$ cat src/pss_pkg.sv
// Constants shared by the sequencing and status bank and its helpers.
// Assumes a 10 MHz system clock; command codes are PMBus codes.
package pss_pkg;

  // Clock and the millisecond base of every timing register
  localparam int CLOCK_PERIOD_NS = 100;
  localparam int MILLISECOND_NS = 1000000;
  localparam int MS_CYCLES = MILLISECOND_NS / CLOCK_PERIOD_NS;

  // Command codes
  localparam logic [7:0] CMD_TURN_ON_DELAY = 8'h60;
  localparam logic [7:0] CMD_TURN_ON_RISE_TIME = 8'h61;
  localparam logic [7:0] CMD_TURN_OFF_DELAY = 8'h64;
  localparam logic [7:0] CMD_TURN_OFF_FALL_TIME = 8'h65;
  localparam logic [7:0] CMD_FAULT_SUMMARY_BYTE = 8'h78;
  localparam logic [7:0] CMD_FAULT_SUMMARY_WORD = 8'h79;
  localparam logic [7:0] CMD_OUTPUT_VOLTAGE_FLAGS = 8'h7a;
  localparam logic [7:0] CMD_OUTPUT_CURRENT_FLAGS = 8'h7b;
  localparam logic [7:0] CMD_INPUT_SUPPLY_FLAGS = 8'h7c;

  // Timer slots; ranges in ms, slot 0 is the last element
  localparam int TIMER_ON_DELAY = 0;
  localparam int TIMER_ON_RISE = 1;
  localparam int TIMER_OFF_DELAY = 2;
  localparam int TIMER_OFF_FALL = 3;
  localparam logic [3:0][15:0] TIMER_MIN_MS =
    {16'h0000, 16'h0000, 16'h0000, 16'h0002};
  localparam logic [3:0][15:0] TIMER_MAX_MS =
    {16'h0064, 16'h0100, 16'h0064, 16'h0100};

  // Reset values of the status storage
  localparam logic [7:0] SUMMARY_RESET = 8'h00;
  localparam logic [3:0] DETAIL_RESET = 4'h0;
  localparam logic [3:0] DETAIL_UNUSED = 4'h0;

  // Summary byte (also the status word low byte)
  localparam int SB_BUSY = 7;
  localparam int SB_OFF = 6;
  localparam int SB_VOUT_OV = 5;
  localparam int SB_IOUT_OC = 4;
  localparam int SB_VIN_UV = 3;
  localparam int SB_TEMP = 2;
  localparam int SB_CML = 1;
  localparam int SB_NONE_ABOVE = 0;

  // Status word high byte, bit 15 is position 7
  localparam int HB_VOUT = 7;
  localparam int HB_IOUT = 6;
  localparam int HB_INPUT = 5;
  localparam int HB_MFR = 4;
  localparam int HB_PG_N = 3;
  localparam int HB_FANS = 2;
  localparam int HB_OTHER = 1;
  localparam int HB_UNKNOWN = 0;

  // Detail nibbles, reported in bits 7:4 of their register
  localparam int DT_HIGH_FAULT = 3;
  localparam int DT_HIGH_WARN = 2;
  localparam int DT_LOW_WARN = 1;
  localparam int DT_LOW_FAULT = 0;

  typedef enum logic [2:0] {
    SEQ_OFF,
    SEQ_ON_DELAY,
    SEQ_RISING,
    SEQ_ON,
    SEQ_OFF_DELAY,
    SEQ_FALLING
  } pss_seq_state_type;

endpackage

$ cat src/pss_ms_tick.sv
// Millisecond enable divider for the sequencing timers.
// Assumes CYCLES of at least 2; restart realigns the tick phase.
module pss_ms_tick #(
  parameter int CYCLES = pss_pkg::MS_CYCLES
) (
  // Clock and reset
  input wire logic clock,
  input wire logic srst,
  // Control and enable out
  input wire logic restart,
  output logic tick
);

  localparam int W = $clog2(CYCLES + 1);

  typedef struct packed {
    logic [W-1:0] count;
    logic tick;
  } pss_tick_state_type;

  pss_tick_state_type st;
  pss_tick_state_type next_st;

  always_comb begin
    next_st = st;
    next_st.tick = 1'b0;
    if (restart) begin
      next_st.count = '0;
    end else if (st.count == W'(CYCLES - 1)) begin
      next_st.count = '0;
      next_st.tick = 1'b1;
    end else begin
      next_st.count = W'(st.count + 1'b1);
    end
  end

  always_ff @(posedge clock) begin
    if (srst) begin
      st <= '0;
    end else begin
      st <= next_st;
    end
  end

  assign tick = st.tick;

endmodule

$ cat src/pss_l11_ms.sv
// Converts an L11 register value to whole milliseconds, clamped.
// Fractions are truncated; negative values take the minimum.
module pss_l11_ms #(
  parameter logic [15:0] MIN_MS = 16'h0000,
  parameter logic [15:0] MAX_MS = 16'h0100
) (
  // Raw register and converted time
  input wire logic [15:0] l11,
  output logic [15:0] ms
);

  always_comb begin
    logic [31:0] mag;
    logic [4:0] right;
    mag = 32'h0;
    right = 5'(~l11[15:11] + 5'h01);
    // Exponent 0..15 cannot overflow 32 bits with an 11-bit mantissa
    if (!l11[15]) begin
      mag = {21'h0, l11[10:0]} << l11[14:11];
    end else begin
      mag = {21'h0, l11[10:0]} >> right;
    end
    if (l11[10] || mag < {16'h0, MIN_MS}) begin
      ms = MIN_MS;
    end else if (mag > {16'h0, MAX_MS}) begin
      ms = MAX_MS;
    end else begin
      ms = mag[15:0];
    end
  end

endmodule

$ cat src/pss_seq_status.sv
// Soft-start/stop sequencer, power-good and status registers.
// Assumes a PMBus transaction layer on the same clock drives the
// command port, and fault detectors on the same clock drive the sets.
//
// Function
// After enable, wait turn-on delay (2 to 256 ms) before ramping up.
// After turn-on delay, ramp output up over rise time (0 to 100 ms).
// On disable, wait turn-off delay (0 to 256 ms) before falling.
// After turn-off delay, ramp down over fall time (0 to 100 ms).
// Power-good asserts a delay after threshold, drops below UV warning.
// Summary bit 7 set on a busy fault.
// Summary bit 6 set whenever the output is not powered.
// Summary bits 5, 4, 3: output OV, output OC, input UV faults.
// Summary bit 2 on temperature events, bit 1 on CML faults.
// Summary bit 0 on any event not covered by bits 7 to 1.
// Status word low byte is the summary byte storage itself.
// Word bits 15, 14, 13: output voltage, current/power, input events.
// Word bit 12 on maker-specific events, bit 11 while not power-good.
// Word bit 10 fans, bit 9 other status, bit 8 unknown faults.
// Output voltage detail: OV fault, OV warn, UV warn, UV fault, 7:4.
// Output current detail: OC, OC low-volt, OC warn, UC fault, 7:4.
// Status registers read-only, reset to zero.
// Host uses word summary bits to choose detail registers to read.
// Input detail: OV fault, OV warn, UV warn, UV fault in bits 7:4.
// Each summary bit is the OR of its detail bits.
module pss_seq_status #(
  parameter int MS_CYCLES = pss_pkg::MS_CYCLES
) (
  // Clock and reset
  input wire logic clock,
  input wire logic srst,
  // Asynchronous pins and comparators
  input wire logic enable_pin,
  input wire logic vout_above_pg_on,
  input wire logic vout_below_uv_warn,
  // Strap values loaded at reset, and the power-good delay
  input wire logic [15:0] strap_turn_on_delay,
  input wire logic [15:0] strap_turn_on_rise_time,
  input wire logic [15:0] strap_turn_off_delay,
  input wire logic [15:0] strap_turn_off_fall_time,
  input wire logic [15:0] pg_delay_ms,
  // Command port
  input wire logic [7:0] cmd_code,
  input wire logic cmd_read,
  input wire logic cmd_write,
  input wire logic [15:0] cmd_wdata,
  output logic resp_valid,
  output logic resp_refused,
  output logic [15:0] resp_rdata,
  // Fault and warning detectors
  input wire logic [3:0] vout_flag_set,
  input wire logic [3:0] iout_flag_set,
  input wire logic [3:0] vin_flag_set,
  input wire logic temp_event,
  input wire logic cml_event,
  input wire logic mfr_event,
  input wire logic fan_event,
  input wire logic other_event,
  input wire logic busy_event,
  input wire logic unknown_event,
  input wire logic clear_faults,
  // Power stage
  output logic power_stage_on,
  output logic soft_start,
  output logic soft_stop,
  output logic power_good
);

  typedef struct packed {
    pss_pkg::pss_seq_state_type seq;
    logic [15:0] elapsed;
    logic [3:0][15:0] timer;
    logic [1:0] en_sync;
    logic [1:0] pg_on_sync;
    logic [1:0] uv_sync;
    logic [15:0] pg_elapsed;
    logic power_good;
    logic [3:0] vout;
    logic [3:0] iout;
    logic [3:0] vin;
    logic temp;
    logic cml;
    logic mfr;
    logic fan;
    logic other;
    logic busy;
    logic unknown;
    logic [7:0] summary_byte;
    logic [7:0] summary_high;
    logic resp_valid;
    logic resp_refused;
    logic [15:0] resp_rdata;
  } pss_bank_state_type;

  pss_bank_state_type st;
  pss_bank_state_type next_st;
  logic [15:0] timer_ms [4];
  logic seq_tick;
  logic pg_tick;
  logic seq_restart;
  logic pg_restart;
  logic seq_done;
  logic enable;
  logic pg_on;
  logic uv;
  logic powered;
  logic status_code;

  genvar gi;
  generate
    for (gi = 0; gi < 4; gi++) begin : g_conv
      pss_l11_ms #(
        .MIN_MS(pss_pkg::TIMER_MIN_MS[gi]),
        .MAX_MS(pss_pkg::TIMER_MAX_MS[gi])
      ) u_conv (
        .l11(st.timer[gi]),
        .ms(timer_ms[gi])
      );
    end
  endgenerate

  // Tick restarts on each state change so every counted ms is whole
  pss_ms_tick #(.CYCLES(MS_CYCLES)) u_seq_tick (
    .clock(clock),
    .srst(srst),
    .restart(seq_restart),
    .tick(seq_tick)
  );

  pss_ms_tick #(.CYCLES(MS_CYCLES)) u_pg_tick (
    .clock(clock),
    .srst(srst),
    .restart(pg_restart),
    .tick(pg_tick)
  );

  assign enable = st.en_sync[1];
  assign pg_on = st.pg_on_sync[1];
  assign uv = st.uv_sync[1];
  assign status_code = (cmd_code >= pss_pkg::CMD_FAULT_SUMMARY_BYTE) &&
                       (cmd_code <= pss_pkg::CMD_INPUT_SUPPLY_FLAGS);

  always_comb begin
    logic [15:0] target;
    target = 16'h0000;
    case (st.seq)
      pss_pkg::SEQ_ON_DELAY: target = timer_ms[pss_pkg::TIMER_ON_DELAY];
      pss_pkg::SEQ_RISING: target = timer_ms[pss_pkg::TIMER_ON_RISE];
      pss_pkg::SEQ_OFF_DELAY: target = timer_ms[pss_pkg::TIMER_OFF_DELAY];
      pss_pkg::SEQ_FALLING: target = timer_ms[pss_pkg::TIMER_OFF_FALL];
      default: target = 16'h0000;
    endcase
    seq_done = st.elapsed >= target;
  end

  always_comb begin
    next_st = st;
    next_st.en_sync = {st.en_sync[0], enable_pin};
    next_st.pg_on_sync = {st.pg_on_sync[0], vout_above_pg_on};
    next_st.uv_sync = {st.uv_sync[0], vout_below_uv_warn};
    next_st.resp_valid = 1'b0;
    next_st.resp_refused = 1'b0;

    // Sequencer
    case (st.seq)
      pss_pkg::SEQ_OFF: begin
        if (enable) next_st.seq = pss_pkg::SEQ_ON_DELAY;
      end
      pss_pkg::SEQ_ON_DELAY: begin
        if (!enable) next_st.seq = pss_pkg::SEQ_OFF;
        else if (seq_done) next_st.seq = pss_pkg::SEQ_RISING;
      end
      pss_pkg::SEQ_RISING: begin
        if (!enable) next_st.seq = pss_pkg::SEQ_OFF_DELAY;
        else if (seq_done) next_st.seq = pss_pkg::SEQ_ON;
      end
      pss_pkg::SEQ_ON: begin
        if (!enable) next_st.seq = pss_pkg::SEQ_OFF_DELAY;
      end
      pss_pkg::SEQ_OFF_DELAY: begin
        // Re-enable before the fall starts keeps the output up
        if (enable) next_st.seq = pss_pkg::SEQ_ON;
        else if (seq_done) next_st.seq = pss_pkg::SEQ_FALLING;
      end
      pss_pkg::SEQ_FALLING: begin
        if (seq_done) next_st.seq = pss_pkg::SEQ_OFF;
      end
      default: next_st.seq = pss_pkg::SEQ_OFF;
    endcase
    seq_restart = next_st.seq != st.seq;
    if (seq_restart) begin
      next_st.elapsed = 16'h0000;
    end else if (seq_tick && st.elapsed != 16'hffff) begin
      next_st.elapsed = 16'(st.elapsed + 16'h0001);
    end
    powered = next_st.seq != pss_pkg::SEQ_OFF &&
              next_st.seq != pss_pkg::SEQ_ON_DELAY;

    // Power-good with hysteresis between threshold and UV warning
    pg_restart = !pg_on || st.power_good;
    if (uv) begin
      next_st.power_good = 1'b0;
      next_st.pg_elapsed = 16'h0000;
    end else if (!st.power_good) begin
      if (!pg_on) begin
        next_st.pg_elapsed = 16'h0000;
      end else if (st.pg_elapsed >= pg_delay_ms) begin
        next_st.power_good = 1'b1;
      end else if (pg_tick) begin
        next_st.pg_elapsed = 16'(st.pg_elapsed + 16'h0001);
      end
    end

    // Sticky detail flags; a set in the clear cycle wins
    if (clear_faults) begin
      next_st.vout = pss_pkg::DETAIL_RESET;
      next_st.iout = pss_pkg::DETAIL_RESET;
      next_st.vin = pss_pkg::DETAIL_RESET;
      {next_st.temp, next_st.cml, next_st.mfr, next_st.fan} = 4'h0;
      {next_st.other, next_st.busy, next_st.unknown} = 3'h0;
    end
    next_st.vout = next_st.vout | vout_flag_set;
    next_st.iout = next_st.iout | iout_flag_set;
    next_st.vin = next_st.vin | vin_flag_set;
    next_st.temp = next_st.temp | temp_event;
    next_st.cml = next_st.cml | cml_event;
    next_st.mfr = next_st.mfr | mfr_event;
    next_st.fan = next_st.fan | fan_event;
    next_st.other = next_st.other | other_event;
    next_st.busy = next_st.busy | busy_event;
    next_st.unknown = next_st.unknown | unknown_event;

    // Summaries follow the details in the same cycle
    next_st.summary_byte[pss_pkg::SB_BUSY] = next_st.busy;
    next_st.summary_byte[pss_pkg::SB_OFF] = !powered;
    next_st.summary_byte[pss_pkg::SB_VOUT_OV] =
      next_st.vout[pss_pkg::DT_HIGH_FAULT];
    next_st.summary_byte[pss_pkg::SB_IOUT_OC] =
      next_st.iout[pss_pkg::DT_HIGH_FAULT];
    next_st.summary_byte[pss_pkg::SB_VIN_UV] =
      next_st.vin[pss_pkg::DT_LOW_FAULT];
    next_st.summary_byte[pss_pkg::SB_TEMP] = next_st.temp;
    next_st.summary_byte[pss_pkg::SB_CML] = next_st.cml;
    next_st.summary_byte[pss_pkg::SB_NONE_ABOVE] =
      (|next_st.vout[2:0]) | (|next_st.iout[2:0]) |
      (|next_st.vin[3:1]) | next_st.mfr | next_st.fan |
      next_st.other | next_st.unknown;
    next_st.summary_high[pss_pkg::HB_VOUT] = |next_st.vout;
    next_st.summary_high[pss_pkg::HB_IOUT] = |next_st.iout;
    next_st.summary_high[pss_pkg::HB_INPUT] = |next_st.vin;
    next_st.summary_high[pss_pkg::HB_MFR] = next_st.mfr;
    next_st.summary_high[pss_pkg::HB_PG_N] = !next_st.power_good;
    next_st.summary_high[pss_pkg::HB_FANS] = next_st.fan;
    next_st.summary_high[pss_pkg::HB_OTHER] = next_st.other;
    next_st.summary_high[pss_pkg::HB_UNKNOWN] = next_st.unknown;

    // Command port; a read wins over a write in the same cycle
    if (cmd_read) begin
      next_st.resp_valid = 1'b1;
      next_st.resp_rdata = 16'h0000;
      if (cmd_code == pss_pkg::CMD_TURN_ON_DELAY) begin
        next_st.resp_rdata = st.timer[pss_pkg::TIMER_ON_DELAY];
      end else if (cmd_code == pss_pkg::CMD_TURN_ON_RISE_TIME) begin
        next_st.resp_rdata = st.timer[pss_pkg::TIMER_ON_RISE];
      end else if (cmd_code == pss_pkg::CMD_TURN_OFF_DELAY) begin
        next_st.resp_rdata = st.timer[pss_pkg::TIMER_OFF_DELAY];
      end else if (cmd_code == pss_pkg::CMD_TURN_OFF_FALL_TIME) begin
        next_st.resp_rdata = st.timer[pss_pkg::TIMER_OFF_FALL];
      end else if (cmd_code == pss_pkg::CMD_FAULT_SUMMARY_BYTE) begin
        next_st.resp_rdata = {8'h00, st.summary_byte};
      end else if (cmd_code == pss_pkg::CMD_FAULT_SUMMARY_WORD) begin
        next_st.resp_rdata = {st.summary_high, st.summary_byte};
      end else if (cmd_code == pss_pkg::CMD_OUTPUT_VOLTAGE_FLAGS) begin
        next_st.resp_rdata = {8'h00, st.vout, pss_pkg::DETAIL_UNUSED};
      end else if (cmd_code == pss_pkg::CMD_OUTPUT_CURRENT_FLAGS) begin
        next_st.resp_rdata = {8'h00, st.iout, pss_pkg::DETAIL_UNUSED};
      end else if (cmd_code == pss_pkg::CMD_INPUT_SUPPLY_FLAGS) begin
        next_st.resp_rdata = {8'h00, st.vin, pss_pkg::DETAIL_UNUSED};
      end else begin
        next_st.resp_refused = 1'b1;
      end
    end else if (cmd_write) begin
      next_st.resp_valid = 1'b1;
      if (cmd_code == pss_pkg::CMD_TURN_ON_DELAY) begin
        next_st.timer[pss_pkg::TIMER_ON_DELAY] = cmd_wdata;
      end else if (cmd_code == pss_pkg::CMD_TURN_ON_RISE_TIME) begin
        next_st.timer[pss_pkg::TIMER_ON_RISE] = cmd_wdata;
      end else if (cmd_code == pss_pkg::CMD_TURN_OFF_DELAY) begin
        next_st.timer[pss_pkg::TIMER_OFF_DELAY] = cmd_wdata;
      end else if (cmd_code == pss_pkg::CMD_TURN_OFF_FALL_TIME) begin
        next_st.timer[pss_pkg::TIMER_OFF_FALL] = cmd_wdata;
      end else begin
        next_st.resp_refused = 1'b1;
      end
    end
  end

  always_ff @(posedge clock) begin
    if (srst) begin
      st <= '0;
      st.seq <= pss_pkg::SEQ_OFF;
      st.summary_byte <= pss_pkg::SUMMARY_RESET;
      st.summary_high <= pss_pkg::SUMMARY_RESET;
      // Straps are sampled while reset is held
      st.timer[pss_pkg::TIMER_ON_DELAY] <= strap_turn_on_delay;
      st.timer[pss_pkg::TIMER_ON_RISE] <= strap_turn_on_rise_time;
      st.timer[pss_pkg::TIMER_OFF_DELAY] <= strap_turn_off_delay;
      st.timer[pss_pkg::TIMER_OFF_FALL] <= strap_turn_off_fall_time;
    end else begin
      st <= next_st;
    end
  end

  assign resp_valid = st.resp_valid;
  assign resp_refused = st.resp_refused;
  assign resp_rdata = st.resp_rdata;
  assign power_stage_on = st.seq != pss_pkg::SEQ_OFF &&
                          st.seq != pss_pkg::SEQ_ON_DELAY;
  assign soft_start = st.seq == pss_pkg::SEQ_RISING;
  assign soft_stop = st.seq == pss_pkg::SEQ_FALLING;
  assign power_good = st.power_good;
endmodule

$ cat config.mk
export PLATFORM = sky130hd
export DESIGN_NAME = pss_seq_status
export DESIGN_NICKNAME = d
export VERILOG_FILES = /design/src/pss_pkg.sv /design/src/pss_ms_tick.sv /design/src/pss_l11_ms.sv /design/src/pss_seq_status.sv
export SDC_FILE = /design/constraint.sdc
export NUM_CORES = 1
export LEC_CHECK = 0
export ABC_AREA = 1
export BUFFER_PORTS_ARGS = -buffer_cell sky130_fd_sc_hd__buf_2
export CAP_MARGIN = 30
export CORE_AREA = 2 2 198 200
export CTS_CLUSTER_DIAMETER = 100
export DETAILED_ROUTE_END_ITERATION = 7
export DIE_AREA = 0 0 200 202
export PLACE_DENSITY = 0.65
export SYNTH_ARGS = -nofsm -noshare
export SYNTH_HDL_FRONTEND = slang
export SYNTH_HIERARCHICAL = 1
export SYNTH_SLANG_ARGS = --single-unit
export TNS_END_PERCENT = 20
$ cat constraint.sdc
create_clock -name clock -period 4.8 [get_ports clock]
set_input_delay 0.96 -clock clock [delete_from_list [all_inputs] [get_ports clock]]
set_output_delay 0.96 -clock clock [all_outputs]
set_load 0.02 [all_outputs]
==> results.py, run 1 <==
metrics = {
    "die": {
        "coreArea_um2": 38300,
        "die_area_um2": 40400,
        "die_width_um": 200,
        "io_pins": 153,
        "rows": 72,
        "start_util_pct": 39.7,
        "die_h_um": 202,
    },
    "outcome": {
        "status": "completed",
    },
    "clock_network": {
        "cts_sinks": 179,
        "clock-root-buffer": "clkbuf_16",
        "cts_max_level": 4,
        "cts_buffer_depth": 2,
        "cts_tree": "built",
        "numCtsBuffers": 17,
        "clock_latency_ns": 0.46,
        "clkTransAtPathRegs_ns": 0.07,
    },
    "synth": {
        "ys_ff_latch": 179,
        "netlist_instances": 2412,
        "async_flop_share_pct": 0,
        "ys_types": 53,
        "synth_edf_count": 64,
        "syn_area_um2": 15200,
        "synth_top_area_share_pct": 21.4,
        "synth_area_leaders": "nand2_1 (21%), dfxtp_1 (15%), edfxtp_1 (13%)",
        "synth_top_area_cell": "nand2_1",
        "yosysWarnings": 6,
        "postSynthAreaPerCell_um2": 6.29,
        "yosysSeqAreaShare_pct": 27.8,
        "synthFlopType": "dfxtp_1",
    },
    "power": {
        "p_per_area_nw_per_um2": 273,
        "p_total_w": 0.00465,
        "leakagePower_nw": 7.94,
        "peakVddDrop_mv": 0.261,
    },
    "detailed_routing": {
        "dr_total_vias": 16300,
        "finalWirelength_um": 51700,
        "drc": 0,
        "ant_nets": 0,
        "wl_per_cell_um": 16.8,
        "vias_per_cell": 5.32,
        "firstDrtPassIters": 7,
        "first_iter_violations": 1595,
    },
    "setup_path": {
        "startpoint_type": "register",
        "cp_common_cell": "nand2_1",
        "cpPeakStageDelay_ns": 0.41,
        "path_max_fanout": 8,
        "cp.arrival_ns": 4.73,
        "crit_path_end_kind": "register",
        "reg2reg_from": "st[87]",
        "r2r_cells": 31,
        "criticalPathCategory": "register to register",
        "cp.required_ns": 5.20,
        "cp_slowest_cell": "edfxtp_1",
        "critPathLaunch": "st[87]",
    },
    "min_path": {
        "hold_depth": 2,
        "worstHoldStart": "next_st[73]",
        "hold_class": "register to register",
    },
    "timing": {
        "setup_tns_ns": 0,
        "worstMarginPinSlew_ns": 0.970,
        "fin_crit_sh_pct": 90.2,
        "fmaxAchievable_mhz": 231,
        "min_period_ns": 4.33,
        "slew_headroom_pct": 35.2,
        "maxSlewViolCount": 0,
        "clock_skew_ns": 0.0167,
        "hold_viol": 0,
        "setup_viol": 0,
    },
    "global_route": {
        "grt_pass1_wl_um": 81600,
        "grt_max_degree": 91,
        "grt.total_usage_pct": 25.9,
        "antenna_found_initial": 0,
        "grt_overflow": 0,
        "grt_pass1_vias": 15200,
    },
    "run": {
        "cap_violations": 0,
    },
    "layout": {
        "final_cell_mix": "nand2_1 (861), nand3_1 (340), nor2_1 (191)",
        "syn_to_final_growth_pct": 12.3,
        "layout.cells.non_filler": 3072,
        "drive_gt1_share_pct": 17.3,
        "antenna_cells": 0,
        "utilization_pct": 44.5,
        "nets": 2712,
        "mostFrequentLayoutCell": "nand2_1",
    },
    "place": {
        "dpl.cell_count": 3025,
        "gp_congestion": 0.965,
        "hpwl_um": 40700,
        "io_buffers": 152,
    },
}
[final cells by class]
class,count,area [um^2]
clock inverters,9,77.6
clock buffers,23,522
fillers,4054,21200
well taps,518,648
repair buffers,210,1200
multi-input cells,1949,9660
inverters,183,704
flip-flops and latches,179,4220
repair inverters,1,7.51
[final timing paths]
check                                    endpoint  slack, ns
worst max-delay path            u_seq_tick/st[11]       0.47
worst min-delay path                        pg_on       0.41
worst max register to register  u_seq_tick/st[11]       0.47
worst min register to register              pg_on       0.41
[kinds of logic after synthesis]
logic type | share of synthesized area (%)
fa+ha+maj | 3.30
xor+xnor | 2.33
simple gates | 47.9
mux | 0.0659
buf+inv | 9.92
other cells | 0.0989
flops | 27.8
compound gates | 8.56
[per-layer routing]
metal | wire [um] | part of all wire (%) | track usage (%) | vias to the layer above
met2 | 23500 | 45 | 41.3 | 629
met5 | 0 | 0 | 0 | -
li1 | - | - | - | 8089
met4 | 1770 | 3.4 | 10.2 | 0
met1 | 22800 | 44 | 35.1 | 7531
met3 | 3560 | 6.9 | 3.70 | 88
[per-stage QoR]
step / instance area (um^2) / hold WS [ns] / setup WS (ns)
after global routing: 17000 / 0.442 / -0.0297
after global placement: 16200 / 0.395 / 0.280
after CTS: 16800 / 0.406 / 0.192
after detailed placement: 16200 / 0.396 / 0.252
final: 17000 / 0.407 / 0.470
after floorplan: 15300 / 0.388 / 0.319
[synthesized netlist by cell type, types with 6 or more instances]
master and n:
nand3_1 341, buf_2 20, a21oi_2 9, inv_2 19
nor4_1 6, nand3_2 8, clkinv_1 9, or2_2 10
nand4_1 45, o21ai_0 25, buf_6 9, dfxtp_1 115
edfxtp_1 64, ha_1 40, nor2_1 195, a221oi_1 20
nand2_1 867, o21a_1 6, nand2_4 8, xnor2_1 15
nor2_2 58, buf_4 56, nand2_2 39, inv_1 155
o21ai_1 15, nor2_4 12, xor2_1 18, nor3_1 20
a21oi_1 104, a22o_1 18, clkbuf_1 39
[power breakdown]
| part | internal, W | total (W) | switching [W] |
|---|---|---|---|
| combinational | 0.000477 | 0.00146 | 0.000988 |
| sequential | 0.00165 | 0.00176 | 0.000101 |
| clock | 0.000782 | 0.00143 | 0.000647 |
[flip-flops by register name, summed over array words and instances (netlist names)]
signal	cells
u_seq_tick/tick	1
st	125
next_st	3
resp_rdata	16
pg_on	1
u_pg_tick/tick	1
resp_refused	1
power_good	1
u_seq_tick/st	14
enable	1
resp_valid	1
u_pg_tick/st	14
[worst max-delay path, delay by kind of cell (launching register included)]
kind	cells	cell delay (ns)
AOI/OAI and AO/OA	5	0.94
adders and majority gates	2	0.50
buffers and inverters	5	0.52
DFF	1	0.41
and+or+nand+nor	19	1.92
[timing repair]
item,in CTS,in global routing
setup endpoints to repair,0,31
setup buffers,0,14
resized for setup,0,32
hold buffers,0,0
Power figures use the tool's default switching activity.
==> run 2, diff against run 1 <==
--- a/config.mk
+++ b/config.mk
@@ -5,14 +5,13 @@
 export SDC_FILE = /design/constraint.sdc
 export NUM_CORES = 1
 export LEC_CHECK = 0
-export ABC_AREA = 1
 export BUFFER_PORTS_ARGS = -buffer_cell sky130_fd_sc_hd__buf_2
 export CAP_MARGIN = 30
-export CORE_AREA = 2 2 198 200
+export CORE_AREA = 2 2 201 203
 export CTS_CLUSTER_DIAMETER = 100
 export DETAILED_ROUTE_END_ITERATION = 7
-export DIE_AREA = 0 0 200 202
-export PLACE_DENSITY = 0.65
+export DIE_AREA = 0 0 203 205
+export PLACE_DENSITY = 0.64
 export SYNTH_ARGS = -nofsm -noshare
 export SYNTH_HDL_FRONTEND = slang
 export SYNTH_HIERARCHICAL = 1
==> run 2 against run 1 <==
The run now ends with setup timing left. Fmax shrank 17%. Worst hold slack gained 0.038 ns. Worst setup slack got worse by 0.91 ns. Critical endpoint is now st[156]. Die area rose by 3.0%. Design area up 9.4%. Register-to-register slack got worse by 0.91 ns. Critical path depth is 11 lower. Critical path type unchanged. Non-clock buffer count grew 174. Cell count fell by 13%. Largest power group is now combinational logic. First-iteration DRC count fell by 13%. Sequential power about the same.
==> results.py, run 2 <==
metrics = {
    "detailed_routing": {
        "drc": 0,
        "firstDrtPassIters": 6,
        "vias_per_cell": 5.94,
        "dr_total_vias": 16000,
        "wl_per_cell_um": 21.2,
        "first_iter_violations": 1394,
        "ant_nets": 0,
        "finalWirelength_um": 56900,
    },
    "timing": {
        "hold_viol": 0,
        "worstMarginPinSlew_ns": 0.845,
        "maxSlewViolCount": 0,
        "fin_crit_sh_pct": 109,
        "clock_skew_ns": 0.00977,
        "setup_viol": 35,
        "slew_headroom_pct": 43.7,
        "whs_ns": 0.445,
        "rsz0062_at_grt": "true",
        "min_period_ns": 5.24,
        "setup_ws_ns": -0.444,
        "fmaxAchievable_mhz": 191,
    },
    "layout": {
        "final_cell_mix": "nand2_1 (256), buf_4 (226), nor2_1 (167)",
        "largest_register_ffs": 125,
        "seqCellArea_um2": 4220,
        "syn_to_final_growth_pct": 19.2,
        "fill_cells": 3816,
        "nets": 2315,
        "utilization_pct": 47.4,
        "largest-register": "st",
        "final_area_um2": 18600,
        "layout.cells.non_filler": 2683,
        "multi_input_area_um2": 10400,
        "mostFrequentLayoutCell": "nand2_1",
        "drive_gt1_share_pct": 25.3,
    },
    "synth": {
        "netlist_instances": 1896,
        "synth_top_area_cell": "dfxtp_1",
        "synth_edf_count": 64,
        "ys_top_cells_by_count": "nand2_1 (256), nor2_1 (174), dfxtp_1 (115)",
        "async_flop_share_pct": 0,
        "synth_area_leaders": "dfxtp_1 (15%), edfxtp_1 (12%), mux2i_1 (6.5%)",
        "ys_ff_latch": 179,
        "ys_types": 111,
        "synth.most_common_cell": "nand2_1",
        "syn_area_um2": 15600,
        "postSynthAreaPerCell_um2": 8.25,
        "synth_top_area_share_pct": 14.7,
        "yosysSeqAreaShare_pct": 27.0,
        "synthFlopType": "dfxtp_1",
        "yosysWarnings": 6,
    },
    "die": {
        "io_pins": 153,
        "start_util_pct": 39.8,
        "die_h_um": 205,
        "die_width_um": 203,
        "rows": 73,
        "die_area_um2": 41600,
        "coreArea_um2": 39400,
    },
    "clock_network": {
        "clock-root-buffer": "clkbuf_16",
        "cts_tree": "built",
        "numCtsBuffers": 17,
        "cts_hold_buf": 0,
        "cts_max_level": 4,
        "clkTransAtPathRegs_ns": 0.07,
        "clock_latency_ns": 0.46,
        "cts_sinks": 179,
        "cts_buffer_depth": 2,
    },
    "outcome": {
        "status": "finished with violations",
        "violations": "setup timing",
    },
    "setup_path": {
        "criticalPathCategory": "register to register",
        "path_max_fanout": 5,
        "cp.arrival_ns": 5.60,
        "cp.required_ns": 5.15,
        "startpoint_type": "register",
        "crit_path_end_kind": "register",
    },
    "place": {
        "io_buffers": 152,
        "hpwl_um": 43700,
        "dpl.cell_count": 2644,
        "place_area_um2": 17900,
        "gp_congestion": 0.965,
    },
    "power": {
        "p_per_area_nw_per_um2": 270,
        "peakVddDrop_mv": 0.256,
        "leakagePower_nw": 7.55,
        "p_total_w": 0.00503,
    },
    "global_route": {
        "grt_pass1_wl_um": 87300,
        "grt_pass1_vias": 15300,
        "grt.total_usage_pct": 27.1,
        "antenna_found_initial": 1,
        "grt_max_degree": 83,
        "grt_overflow": 0,
    },
    "run": {
        "cap_violations": 0,
    },
    "min_path": {
        "hold_class": "register to register",
    },
}
-- run 2: cell types whose count changed in the layout (fill, tap and decap cells not counted), moves of 25 or more --
cell      delta
nand2_1    -605
o21ai_0     +39
nand3_1    -304
mux2i_1     +98
inv_1       -98
mux4_2      +28
nor2_2      -54
nor2b_1     +42
nand2_2     -44
buf_4      +167
nand4_1     -26
mux2_2      +25
nand2b_1    +29
-- run 2: layout make-up --
type / instances / share of cell area [%]
multi-input combinational: 1499 / 55.8
sequential: 179 / 22.7
timing repair buffer: 384 / 13.7
tap: 525 / 3.52
clock buffer: 24 / 2.70
inverter: 63 / 1.29
clock inverter: 8 / 0.329
antenna: 1 / 0.0134
-- run 2: worst max-delay path: stages (launching register included) --
cell and delay (ns):
edfxtp_1 0.42, inv_1 0.10, ha_1 0.27, xor2_4 0.28
mux4_2 0.57, mux2i_1 0.15, a2bb2oi_1 0.34, a31oi_1 0.18
buf_4 0.16, nor4_1 0.44, buf_4 0.21, mux2i_1 0.07
buf_4 0.17, o22a_1 0.20, ha_1 0.17, a21o_1 0.15
a31oi_1 0.22, o21ai_2 0.12, a211oi_4 0.29, mux2_4 0.34
a2111oi_4 0.28
-- run 2: final timing paths --
| path | startpoint | endpoint | slack, ns | depth (start not counted) |
|---|---|---|---|---|
| worst min-delay path | next_st[75] | enable | 0.45 | 1 |
| worst min register to register | next_st[75] | enable | 0.45 | 1 |
| worst max register to register | st[136] | st[156] | -0.44 | 20 |
| worst max-delay path | st[136] | st[156] | -0.44 | 20 |
-- run 2: power breakdown --
group / internal (W) / switching (W) / total [W]
registers: 0.00166 / 0.000129 / 0.00179
clock network: 0.000741 / 0.000628 / 0.00137
logic: 0.000856 / 0.00101 / 0.00187
total: 0.00326 / 0.00177 / 0.00503
-- run 2: kinds of logic after synthesis --
logic type / count (synthesis) / synth area share, %
AOI/OAI and AO/OA: 469 / 21.5
DFF: 179 / 27.0
other: 4 / 0.0959
and+or+nand+nor: 743 / 23.7
adders and majority gates: 40 / 3.20
muxes: 165 / 13.4
xor gates and xnor gates: 49 / 2.96
buffers and inverters: 247 / 8.20
-- run 2: repair_timing --
action                     4_1_cts  5_1_grt
setup endpoints to repair       35       35
buffers inserted                 4        1
gates resized for setup         16       10
cloned                           1        0
pin swaps                       31        3
-- run 2: metal layers --
metal / wire [um] / part of all wire (%) / GRT usage [%] / vias up
met5: 0 / 0 / 0 / -
met4: 2280 / 4.0 / 11.1 / 0
met3: 4680 / 8.2 / 6.17 / 135
met2: 26400 / 46 / 44.7 / 733
met1: 23600 / 41 / 34.2 / 7600
li1: - / - / - / 7482
-- run 2: through the flow --
stage | setup slack, ns | TNS, ns
finish | -0.444 | -12.14
global route | -0.621 | -19.64
CTS | -0.312 | -8.14
detailed placement | -0.489 | -14.34
global placement | -0.392 | -12.02
floorplan | -0.683 | -18.74
==> run 3, diff against run 2 <==
--- a/config.mk
+++ b/config.mk
@@ -7,11 +7,11 @@
 export LEC_CHECK = 0
 export BUFFER_PORTS_ARGS = -buffer_cell sky130_fd_sc_hd__buf_2
 export CAP_MARGIN = 30
-export CORE_AREA = 2 2 201 203
+export CORE_AREA = 2 2 172 174
 export CTS_CLUSTER_DIAMETER = 100
 export DETAILED_ROUTE_END_ITERATION = 7
-export DIE_AREA = 0 0 203 205
-export PLACE_DENSITY = 0.64
+export DIE_AREA = 0 0 174 176
+export PLACE_DENSITY = 0.82
 export SYNTH_ARGS = -nofsm -noshare
 export SYNTH_HDL_FRONTEND = slang
 export SYNTH_HIERARCHICAL = 1
==> run 3 against run 2 <==
The run still ends with setup timing left. Clock skew up 0.0022 ns. Routed wire length down 7.5%. First-iteration DRC count rose by 36%. Sequential power is essentially flat. Die area decreased by 26%. Register-to-register slack improved by 0.07 ns. Worst hold slack got worse by 0.0074 ns. Via count rose by 0.89%. Clock-buffer cell count is 6 lower.
==> results.py, run 3 (synthesis results as in run 2) <==
metrics = {
    "run": {
        "cap_violations": 0,
    },
    "setup_path": {
        "path_max_fanout": 16,
        "cp.arrival_ns": 5.55,
        "reg2reg_from": "st[87]",
        "r2r-end": "st[150]",
        "cp.required_ns": 5.18,
        "r2r_cells": 23,
        "criticalPathCategory": "register to register",
        "startpoint_type": "register",
        "crit_path_end_kind": "register",
        "rrSetupSlack_ns": -0.37,
    },
    "detailed_routing": {
        "first_iter_violations": 1895,
        "vias_per_cell": 6.44,
        "finalWirelength_um": 52600,
        "drc": 0,
        "firstDrtPassIters": 8,
        "ant_nets": 0,
        "wl_per_cell_um": 21.1,
        "dr_total_vias": 16100,
    },
    "layout": {
        "final_area_um2": 18200,
        "mostFrequentLayoutCell": "nand2_1",
        "largest_register_ffs": 125,
        "utilization_pct": 63.6,
        "fill_cells": 2487,
        "multi_input_area_um2": 10400,
        "drive_gt1_share_pct": 24.1,
        "final_cell_mix": "nand2_1 (256), buf_4 (183), nor2_1 (170)",
        "syn_to_final_growth_pct": 16.1,
        "layout.cells.non_filler": 2497,
        "nets": 2270,
        "largest-register": "st",
        "seqCellArea_um2": 4220,
    },
    "place": {
        "hpwl_um": 39500,
        "dpl.cell_count": 2456,
        "gp_congestion": 0.993,
        "place_area_um2": 17400,
        "io_buffers": 152,
        "dp_slack_ns": -0.395,
    },
    "timing": {
        "setup_ws_ns": -0.375,
        "hold_viol": 0,
        "maxSlewViolCount": 0,
        "worstMarginPinSlew_ns": 0.932,
        "setup_viol": 35,
        "rsz0062_at_grt": "true",
        "clock_skew_ns": 0.0119,
        "fin_crit_sh_pct": 108,
        "fmaxAchievable_mhz": 193,
        "slew_headroom_pct": 37.7,
        "min_period_ns": 5.17,
    },
    "die": {
        "die_h_um": 176,
        "rows": 62,
        "coreArea_um2": 28500,
        "io_pins": 153,
        "die_width_um": 174,
        "die_area_um2": 30600,
        "start_util_pct": 54.8,
    },
    "min_path": {
        "holdPathEnd": "enable",
        "worstHoldStart": "next_st[75]",
        "hold_class": "register to register",
        "hold_depth": 1,
    },
    "global_route": {
        "grt_overflow": 0,
        "grt_max_degree": 89,
        "antenna_found_initial": 3,
        "grt_pass1_wl_um": 82800,
        "grt.total_usage_pct": 34.0,
        "grt_pass1_vias": 15500,
    },
    "clock_network": {
        "clkTransAtPathRegs_ns": 0.08,
        "cts_max_level": 4,
        "cts_sinks": 179,
        "cts_hold_buf": 0,
        "clock-root-buffer": "clkbuf_16",
        "numCtsBuffers": 17,
        "cts_buffer_depth": 2,
        "clock_latency_ns": 0.45,
        "cts_tree": "built",
    },
    "power": {
        "leakagePower_nw": 7.36,
        "p_total_w": 0.00505,
        "peakVddDrop_mv": 0.227,
        "p_per_area_nw_per_um2": 278,
    },
    "outcome": {
        "violations": "setup timing",
        "status": "finished with violations",
    },
}
-- run 3: cell types whose count changed in the layout (fill, tap and decap cells not counted), sizes merged --
cell / before / now
inv: 64 / 66
clkinvlp: 3 / 2
buf: 384 / 339
clkbuf: 24 / 18
bufinv: 0 / 1
clkinv: 4 / 8
-- run 3: timing repair --
| item | 4_1_cts | 5_1_grt |
|---|---|---|
| pin swaps | 24 | 1 |
| endpoints found under the setup margin | 35 | 35 |
| setup buffers | 7 | 0 |
| resized for setup | 13 | 17 |
| gates cloned | 1 | 0 |
-- run 3: cell type report --
class	count	area share (%)
Clock buffer	18	2.42
Inverter	63	1.32
Timing Repair Buffer	339	12.0
Clock inverter	14	1.03
Tap cell	384	2.64
Sequential cell	179	23.2
Multi-Input combinational cell	1499	57.3
Antenna cell	1	0.0138
-- run 3: layer usage --
metal | track usage (%) | up-vias | wire [um]
li1 | - | 7383 | -
met5 | 0 | - | 0
met3 | 7.73 | 188 | 5500
met1 | 43.2 | 7576 | 20800
met4 | 16.8 | 0 | 2600
met2 | 54.6 | 945 | 23700
-- run 3: stage by stage --
| step | hold WS [ns] | TNS (ns) |
|---|---|---|
| global route | 0.467 | -20.64 |
| global placement | 0.418 | -7.25 |
| detailed placement | 0.424 | -12.09 |
| floorplan | 0.414 | -18.74 |
| CTS | 0.441 | -7.43 |
| finish | 0.438 | -11.67 |
-- run 3: how the worst max path moves through the flow --
stage / from / endpoint / slack (ns) / cells after the start
after detailed placement: st[87] / u_seq_tick/st[9] / -0.40 / 21
after global routing: st[87] / u_seq_tick/st[8] / -0.63 / 24
after global placement: st[87] / u_seq_tick/st[7] / -0.25 / 24
after floorplan: st[87] / st[156] / -0.68 / 24
final: st[87] / st[150] / -0.37 / 23
after CTS: st[87] / u_seq_tick/st[8] / -0.26 / 24
-- run 3: critical path, stage by stage (launching register included) --
cell	delay [ns]
edfxtp_1	0.41
clkinvlp_4	0.14
ha_4	0.19
xnor2_4	0.16
mux4_2	0.53
mux2i_2	0.20
a21oi_2	0.09
or4_4	0.54
or4_4	0.44
a211oi_2	0.19
mux2i_1	0.10
nor2_1	0.12
a21oi_1	0.06
nor2_1	0.13
a21oi_1	0.07
ha_1	0.33
and4_4	0.17
a221oi_4	0.24
o21ai_2	0.11
a211oi_4	0.26
buf_6	0.17
a31oi_1	0.08
buf_4	0.23
nor2_1	0.13
-- run 3: report_power, final --
group / switching (W) / internal, W
combinational: 0.000971 / 0.000799
sequential: 0.000130 / 0.00166
clock: 0.000722 / 0.000772
total: 0.00182 / 0.00323
